File: src/verilog/cvil_params.svh
// Constants for the charge voltage and input limit setpoint registers.
// Operation
// [RULE_01] Host writes battery voltage setpoint as a 16-bit word with command 0x15.
// [RULE_02] Voltage setpoints from 1.024 V to 19.200 V in 16 mV steps are accepted.
// [RULE_03] Out-of-range voltage write clears the register and stops charging.
// [RULE_04] Voltage setpoint register reads zero after power-on reset.
// [RULE_05] Voltage field is bits 14..4, bit 4 weighs 16 mV.
// [RULE_06] Host writes adapter current limit as a 16-bit word with command 0x3F.
// [RULE_07] Input limits from 128 mA to 8.064 A in 128 mA steps are accepted.
// [RULE_08] Out-of-range input limit write clears the register and stops charging.
// [RULE_09] Input limit register resets to the 4096 mA value.
// [RULE_10] Host should not program an input limit below 512 mA.
// [RULE_11] Input above limit lowers charge current, down to zero, favouring system load.
// [RULE_12] Fast overload reduces charge; still present after 260 us shuts charger down.
// [RULE_13] After fast-overload shutdown, soft restart when adapter can still supply power.
// [RULE_14] Input limit field is bits 12..7, bit 7 weighs 128 mA.
// [RULE_15] Reads return the last accepted value, or zero after a clear.
`ifndef CVIL_PARAMS_SVH
`define CVIL_PARAMS_SVH
`define CVIL_CMD_VOLT 8'h15
`define CVIL_CMD_ILIM 8'h3F
`define CVIL_VOLT_MASK 16'h7FF0
`define CVIL_ILIM_MASK 16'h1F80
`define CVIL_VOLT_SHIFT 4
`define CVIL_ILIM_SHIFT 7
`define CVIL_VOLT_MIN_MV 32'd1024
`define CVIL_VOLT_MAX_MV 32'd19200
`define CVIL_VOLT_LSB_MV 32'd16
`define CVIL_ILIM_MIN_MA 32'd128
`define CVIL_ILIM_MAX_MA 32'd8064
`define CVIL_ILIM_LSB_MA 32'd128
`define CVIL_VOLT_RESET 16'h0000
`define CVIL_ILIM_RESET 16'h1000
`define CVIL_OVL_DELAY_NS 32'd260000
`define CVIL_CLK_PERIOD_NS 32'd4
`define CVIL_OVL_CYCLES (`CVIL_OVL_DELAY_NS / `CVIL_CLK_PERIOD_NS)
`define CVIL_RESTART_CYCLES 32'd65000
`define CVIL_RAMP_STEP 16'h0080
`endif

File: src/verilog/cvil_pkg.sv
// Types shared by the setpoint register block.
package cvil_pkg;
  typedef enum logic [1:0] {
    CVIL_CHARGING,
    CVIL_REDUCED,
    CVIL_SHUTDOWN,
    CVIL_RESTART
  } cvil_ovl_state_type;
endpackage

File: src/verilog/cvil_range_reg.sv
// One setpoint register with range check and out-of-range clear.
`timescale 1ns/100ps
`include "cvil_params.svh"
module cvil_range_reg #(
  parameter logic [15:0] RESET_VALUE = 16'h0000,
  parameter logic [15:0] FIELD_MASK = 16'hFFFF,
  parameter logic [15:0] LOW_CODE = 16'h0000,
  parameter logic [15:0] HIGH_CODE = 16'hFFFF
) (
  input wire logic clk,
  input wire logic rst_b,
  input wire logic wr_en,
  input wire logic [15:0] wr_data,
  output logic [15:0] value,
  output logic range_fault
);
  logic [15:0] next_value;
  logic next_range_fault;
  logic [15:0] masked;

  // Bits outside the field are unused; they are not kept, so reads show zero there.
  always_comb
  begin
    masked = wr_data & FIELD_MASK;
    next_value = value;
    next_range_fault = 1'b0;
    if (wr_en)
    begin
      if ((masked < LOW_CODE) || (masked > HIGH_CODE))
      begin
        next_value = 16'h0000; // [RULE_03] [RULE_08]
        next_range_fault = 1'b1;
      end
      else
      begin
        next_value = masked; // [RULE_02] [RULE_07] [RULE_05] [RULE_14]
      end
    end
  end

  always_ff @(posedge clk or negedge rst_b)
  begin
    if (!rst_b)
    begin
      value <= RESET_VALUE; // [RULE_04] [RULE_09]
      range_fault <= 1'b0;
    end
    else
    begin
      value <= next_value;
      range_fault <= next_range_fault;
    end
  end
endmodule

File: src/verilog/cvil_setpoint_regs.sv
// Setpoint registers and fast input-overload control of the charge controller.
`timescale 1ns/100ps
`include "cvil_params.svh"
module cvil_setpoint_regs #(
  parameter int OVL_CYCLES = `CVIL_OVL_CYCLES,
  parameter int RESTART_CYCLES = `CVIL_RESTART_CYCLES
) (
  input wire logic clk,
  input wire logic rst_b,
  input wire logic cmd_wr,
  input wire logic cmd_rd,
  input wire logic [7:0] cmd_code,
  input wire logic [15:0] cmd_wdata,
  input wire logic charge_enable,
  input wire logic [15:0] charge_current_req,
  input wire logic input_over_limit,
  input wire logic fast_input_overload_threshold,
  input wire logic adapter_power_good,
  output logic [15:0] cmd_rdata,
  output logic cmd_rvalid,
  output logic [15:0] volt_setpoint_field,
  output logic [15:0] adapter_limit_field,
  output logic [15:0] charge_current_cmd,
  output logic charging,
  output logic overload_shutdown
);
  import cvil_pkg::*;

  // ----------------------------------------------------------------------
  // Register file
  // ----------------------------------------------------------------------
  localparam logic [15:0] VOLT_LO =
    16'((`CVIL_VOLT_MIN_MV / `CVIL_VOLT_LSB_MV) << `CVIL_VOLT_SHIFT);
  localparam logic [15:0] VOLT_HI =
    16'((`CVIL_VOLT_MAX_MV / `CVIL_VOLT_LSB_MV) << `CVIL_VOLT_SHIFT);
  localparam logic [15:0] ILIM_LO =
    16'((`CVIL_ILIM_MIN_MA / `CVIL_ILIM_LSB_MA) << `CVIL_ILIM_SHIFT);
  localparam logic [15:0] ILIM_HI =
    16'((`CVIL_ILIM_MAX_MA / `CVIL_ILIM_LSB_MA) << `CVIL_ILIM_SHIFT);

  logic volt_wr;
  logic ilim_wr;
  logic [15:0] volt_value;
  logic [15:0] ilim_value;
  logic volt_fault;
  logic ilim_fault;

  assign volt_wr = cmd_wr && (cmd_code == `CVIL_CMD_VOLT); // [RULE_01]
  assign ilim_wr = cmd_wr && (cmd_code == `CVIL_CMD_ILIM); // [RULE_06]

  cvil_range_reg #(
    .RESET_VALUE(`CVIL_VOLT_RESET),
    .FIELD_MASK(`CVIL_VOLT_MASK),
    .LOW_CODE(VOLT_LO),
    .HIGH_CODE(VOLT_HI)
  ) u_volt (
    .clk(clk),
    .rst_b(rst_b),
    .wr_en(volt_wr),
    .wr_data(cmd_wdata),
    .value(volt_value),
    .range_fault(volt_fault)
  );

  cvil_range_reg #(
    .RESET_VALUE(`CVIL_ILIM_RESET),
    .FIELD_MASK(`CVIL_ILIM_MASK),
    .LOW_CODE(ILIM_LO),
    .HIGH_CODE(ILIM_HI)
  ) u_ilim (
    .clk(clk),
    .rst_b(rst_b),
    .wr_en(ilim_wr),
    .wr_data(cmd_wdata),
    .value(ilim_value),
    .range_fault(ilim_fault)
  );

  // ----------------------------------------------------------------------
  // Read port and charge state
  // ----------------------------------------------------------------------
  logic [15:0] next_cmd_rdata;
  logic next_cmd_rvalid;
  logic halted;
  logic next_halted;

  always_comb
  begin
    next_cmd_rvalid = cmd_rd;
    next_cmd_rdata = 16'h0000;
    if (cmd_rd)
    begin
      case (cmd_code)
        `CVIL_CMD_VOLT: next_cmd_rdata = volt_value; // [RULE_15]
        `CVIL_CMD_ILIM: next_cmd_rdata = ilim_value; // [RULE_15]
        default: next_cmd_rdata = 16'h0000;
      endcase
    end
    // A range fault latches charging off until a legal value is written again.
    next_halted = halted;
    if (volt_fault || ilim_fault)
    begin
      next_halted = 1'b1; // [RULE_03] [RULE_08]
    end
    else if (volt_wr || ilim_wr)
    begin
      next_halted = 1'b0;
    end
  end

  always_ff @(posedge clk or negedge rst_b)
  begin
    if (!rst_b)
    begin
      cmd_rdata <= 16'h0000;
      cmd_rvalid <= 1'b0;
      halted <= 1'b0;
    end
    else
    begin
      cmd_rdata <= next_cmd_rdata;
      cmd_rvalid <= next_cmd_rvalid;
      halted <= next_halted;
    end
  end

  // ----------------------------------------------------------------------
  // Fast overload control
  // ----------------------------------------------------------------------
  cvil_ovl_state_type state;
  cvil_ovl_state_type next_state;
  logic [31:0] timer;
  logic [31:0] next_timer;
  logic [15:0] cur;
  logic [15:0] next_cur;
  logic [15:0] next_charge_current_cmd;
  logic next_charging;
  logic next_overload_shutdown;
  logic allowed;

  // Zero voltage or zero limit means no charge, so POR alone never charges.
  assign allowed = charge_enable && !halted && (volt_value != 16'h0000) &&
                   (ilim_value != 16'h0000);

  always_comb
  begin
    next_state = state;
    next_timer = timer;
    next_cur = cur;
    case (state)
      CVIL_CHARGING:
      begin
        next_timer = 32'd0;
        if (input_over_limit && (cur >= `CVIL_RAMP_STEP))
        begin
          next_cur = cur - `CVIL_RAMP_STEP; // [RULE_11]
        end
        else if (input_over_limit)
        begin
          next_cur = 16'h0000; // [RULE_11]
        end
        else if (cur < charge_current_req)
        begin
          next_cur = charge_current_req;
        end
        if (fast_input_overload_threshold)
        begin
          next_state = CVIL_REDUCED; // [RULE_12]
        end
      end
      CVIL_REDUCED:
      begin
        next_cur = {1'b0, cur[15:1]}; // [RULE_12]
        next_timer = timer + 32'd1;
        if (!fast_input_overload_threshold)
        begin
          next_state = CVIL_CHARGING;
        end
        else if (timer >= 32'(OVL_CYCLES - 1))
        begin
          next_state = CVIL_SHUTDOWN; // [RULE_12]
          next_timer = 32'd0;
        end
      end
      CVIL_SHUTDOWN:
      begin
        next_cur = 16'h0000;
        next_timer = timer + 32'd1;
        if (timer >= 32'(RESTART_CYCLES - 1) && adapter_power_good)
        begin
          next_state = CVIL_RESTART; // [RULE_13]
          next_timer = 32'd0;
        end
      end
      CVIL_RESTART:
      begin
        // Soft restart ramps current back in steps rather than jumping.
        if (!adapter_power_good || fast_input_overload_threshold)
        begin
          next_state = CVIL_SHUTDOWN;
          next_cur = 16'h0000;
        end
        else if ((cur + `CVIL_RAMP_STEP) >= charge_current_req)
        begin
          next_cur = charge_current_req; // [RULE_13]
          next_state = CVIL_CHARGING;
        end
        else
        begin
          next_cur = cur + `CVIL_RAMP_STEP; // [RULE_13]
        end
      end
      default:
      begin
        next_state = CVIL_CHARGING;
      end
    endcase
    if (!allowed)
    begin
      next_cur = 16'h0000; // [RULE_03] [RULE_08]
      if (state != CVIL_SHUTDOWN)
      begin
        next_state = CVIL_CHARGING;
      end
    end
    next_charge_current_cmd = next_cur;
    next_charging = allowed && (next_state != CVIL_SHUTDOWN);
    next_overload_shutdown = (next_state == CVIL_SHUTDOWN);
  end

  always_ff @(posedge clk or negedge rst_b)
  begin
    if (!rst_b)
    begin
      state <= CVIL_CHARGING;
      timer <= 32'd0;
      cur <= 16'h0000;
      charge_current_cmd <= 16'h0000;
      charging <= 1'b0;
      overload_shutdown <= 1'b0;
      volt_setpoint_field <= `CVIL_VOLT_RESET;
      adapter_limit_field <= `CVIL_ILIM_RESET;
    end
    else
    begin
      state <= next_state;
      timer <= next_timer;
      cur <= next_cur;
      charge_current_cmd <= next_charge_current_cmd;
      charging <= next_charging;
      overload_shutdown <= next_overload_shutdown;
      volt_setpoint_field <= volt_value;
      adapter_limit_field <= ilim_value;
    end
  end
endmodule

File: config.mk
export PLATFORM = sky130hd
export DESIGN_NAME = cvil_setpoint_regs
export DESIGN_NICKNAME = d
export VERILOG_FILES = /design/src/verilog/cvil_pkg.sv /design/src/verilog/cvil_range_reg.sv /design/src/verilog/cvil_setpoint_regs.sv
export VERILOG_INCLUDE_DIRS = /design/src /design/src/verilog
export SDC_FILE = /design/constraint.sdc
export NUM_CORES = 1
export LEC_CHECK = 0
export BUFFER_PORTS_ARGS = -buffer_cell sky130_fd_sc_hd__buf_2
export CAP_MARGIN = 5
export CORE_MARGIN = 5
export CORE_UTILIZATION = 45
export CTS_BUF_LIST = sky130_fd_sc_hd__clkbuf_2
export CTS_CLUSTER_DIAMETER = 100
export CTS_CLUSTER_SIZE = 25
export DETAILED_ROUTE_END_ITERATION = 12
export PLACE_DENSITY = 0.67
export SLEW_MARGIN = 20
export SYNTH_ARGS = -nofsm -noshare
export SYNTH_HDL_FRONTEND = slang
export SYNTH_SLANG_ARGS = --single-unit
File: constraint.sdc
create_clock -name clk -period 3.5 [get_ports clk]
set_clock_uncertainty 0.1 [all_clocks]
set_input_delay 0 -clock clk [delete_from_list [all_inputs] [get_ports clk]]
set_output_delay 0 -clock clk [all_outputs]
set_load 0.05 [all_outputs]
==> run_results.csv <==
group,metric,value,unit
critical_path,path_max_fanout,12,
placed_design,dpl-instance-area,7030,µm²
die,die_x,130,µm
yosys,synth_cell_types,71,
critical_path,crit_path_end_kind,"register",
critical_path,cp.required,3.95,ns
clocking,clk-insertion-delay-late,0.62,ns
global_route,grt_use_met1,0.277,
finish,fin_area,7830,µm²
timing,finalSetupViolCount,0,
critical_path,cpLargestDelayFamily,"compound AO/OA/AOI/OAI gates",
clocking,h-tree-depth,3,
yosys,synth_area,6430,µm²
placed_design,place_inst,986,
clocking,post_cts_buffers,0,
global_route,gr-max-usage-layer,"met2",
critical_path,reg2regPathDepth,11,
pwr,ir_drop,0.000251,V
critical_path,cp.depth,11,
global_route,grt_usage,0.223,
outcome,status,"completed",
finish,final_nets,966,
finish,layout-drive-gt1-share,0.171,
placed_design,routabilityCongestion,0.938,
drt,wirelength,18.8,mm
clocking,cts_num_sinks,101,
finish,antenna_cells,0,
pwr,p_leak,3.68,nW
timing,slew_violations,0,
timing,max_freq,0.302,GHz
yosys,yosys.area.top_type_share,0.385,
drt,vias,6348,
timing,relSlewSlack,0.430,
finish,layout_commonest_cell,"dfrtp_1",
clocking,cts_buffer_depth,2,
finish,stdcell_count,1068,
critical_path,path_cells,"inv_1 > nor3_1 > xnor2_1 > ha_1 > o21a_1 > o211ai_1 > o21a_1 > nand3_2 > nand4_1 > dlygate4sd3_1 > a31oi_1",
hold_path,hold_path_depth,5,
global_route,grt_pass1_vias,6218,
critical_path,cp.buffers_inverters,2,
pwr,power_density,283,nW/µm²
placed_design,dpl.hpwl,13.2,mm
timing,worst_slack,0.188,ns
drt,drc,0,
die,design.core.area,13900,µm²
critical_path,criticalPathCategory,"register to register",
global_route,overflow,0,
timing,hold_violations,0,
yosys,ys.flop_type,"dfrtp_1",
die,io_pins,115,
global_route,met2_usage,0.387,
clocking,root_buffer,"clkbuf_2",
timing,post-route-period-util,0.946,
yosys,ys_seq_area_frac,0.394,
drt,final_antenna_net_count,0,
yosys,synth_edf_count,0,
drt,viasPerCell,5.94,
timing,worst_pin_slew,0.851,ns
drt,dr.pass1.iters,5,
timing,tns,0,ns
drt,first_iter_violations,454,
placed_design,place_ws,0.361,ns
critical_path,cp-start-kind,"register",
critical_path,cpMostUsedCell,"o21a_1",
die,row_count,43,
global_route,grt_start_max_net_pins,42,
flow_run,drv_cap,0,
timing,min_period,3.31,ns
critical_path,slowest_stage,"dlygate4sd3_1",
die,start_util,0.461,
yosys,synthTopCellsByArea,"dfrtp_1 39%, ha_1 6.8%, o21ai_0 5.6%",
global_route,grt_pass1_wl,30.6,mm
finish,mostFrequentLayoutCells,"98 x dfrtp_1, 88 x buf_2, 81 x nand2_1",
die,dieArea,16800,µm²
die,die_y,130,µm
hold_path,hp-class,"input pin to register",
global_route,antenna_found_initial,0,
yosys,syn_avg_cell_area,8.73,µm²
critical_path,cpPeakStageDelay,0.57,ns
clocking,cts_tree,"built",
clocking,clkSlewWorstSetupHoldPaths,0.30,ns
drt,avgRoutedWirePerCell,17.6,µm
global_route,met3_usage,0.0503,
finish,area_delta_synth_final,21.8,%
timing,holdWs,0.0727,ns
critical_path,arrival,3.76,ns
yosys,yosysWarningCount,0,
yosys,netlist_instances,736,
yosys,synth_largest_area_cell,"dfrtp_1",
placed_design,port_buffers,89,
yosys,synth-async-reset-ratio,1.00,
timing,rsz0062_at_grt,"false",
yosys,synth_seq_cells,101,
clocking,cts_buffers,9,
-- layer usage --
metal / vias up / part of all wire
li1: 2981 / -
met3: 33 / 0.064
met5: - / 0
met1: 3101 / 0.42
met4: 0 / 0.019
met2: 233 / 0.50
-- worst min-delay path: cells and delay by family --
| family | cells | cell delay (ns) |
|---|---|---|
| simple gates | 3 | 0.45 |
| mux | 1 | 0.22 |
| buf+inv | 1 | 0.10 |
-- per-stage QoR --
step,power (W),util
floorplan,0.00148,-
global placement,0.00157,0.504
detailed placement,0.00158,0.504
CTS,0.00223,0.561
global route,0.00233,0.562
finish,0.00222,0.562
-- cells by family (layout without fill, tap and decap cells) --
family / after synthesis / count (layout) / share of synthesized area
AOI/OAI and AO/OA: 229 / 229 / 0.233
buffers and inverters: 94 / 227 / 0.0677
and+or+nand+nor: 254 / 254 / 0.203
xor gates and xnor gates: 12 / 12 / 0.0163
adders and majority gates: 35 / 35 / 0.0681
muxes: 10 / 10 / 0.0171
DFF: 101 / 101 / 0.394
other: 1 / 20 / 0.000583
-- layout make-up --
type	instances	area [µm²]
clock inverter	7	81.3
fill	1253	6100
timing repair buffer	176	1280
sequential	101	2530
inverter	35	131
clock buffer	9	45.0
tap	180	225
multi-input combinational	560	3540
-- what timing repair did --
action,4_1_cts,5_1_grt
setup endpoints to repair,0,4
hold buffers,65,1
gates resized for setup,0,2
endpoints found under the hold margin,153,1
-- power breakdown --
part / internal (W) / switching (W) / total (W)
clock network: 0.000177 / 0.000426 / 0.000603
registers: 0.00119 / 0.0000173 / 0.00121
logic: 0.000142 / 0.000266 / 0.000408
total: 0.00151 / 0.000709 / 0.00222
-- cell usage after synthesis, drive strengths merged, types with 8 or more instances --
cell type,count
a21o,8
a21oi,41
a31oi,9
a41oi,8
and2,9
and3,14
buf,25
clkbuf,34
dfrtp,99
ha,35
inv,35
mux2,8
nand2,81
nand3,28
nand4,16
nor2,29
nor2b,10
nor3,18
nor4,18
o211ai,9
o21ai,77
o22ai,9
o31ai,10
or3,8
-- registers in the layout, summed over array words and instances (netlist names) --
signal and count:
timer 32, cur 16, cmd_rdata 11, u_volt.value 11
volt_setpoint_field 11, adapter_limit_field 6, u_ilim.value 6, state 2
charging 1, cmd_rvalid 1, halted 1, overload_shutdown 1
u_ilim.range_fault 1, u_volt.range_fault 1
-- worst paths after layout --
path / startpoint / endpoint / slack [ns]
max: cur[7] / cur[15] / 0.19
min: cmd_code[0] / u_ilim.value[9] / 0.07
max reg2reg: cur[7] / cur[15] / 0.19
min reg2reg: u_ilim.value[12] / adapter_limit_field[12] / 0.31
max in group asynchronous: rst_b / cmd_rdata[6] / 2.40
min in group asynchronous: rst_b / timer[4] / 0.29
Power figures use the tool's default switching activity.
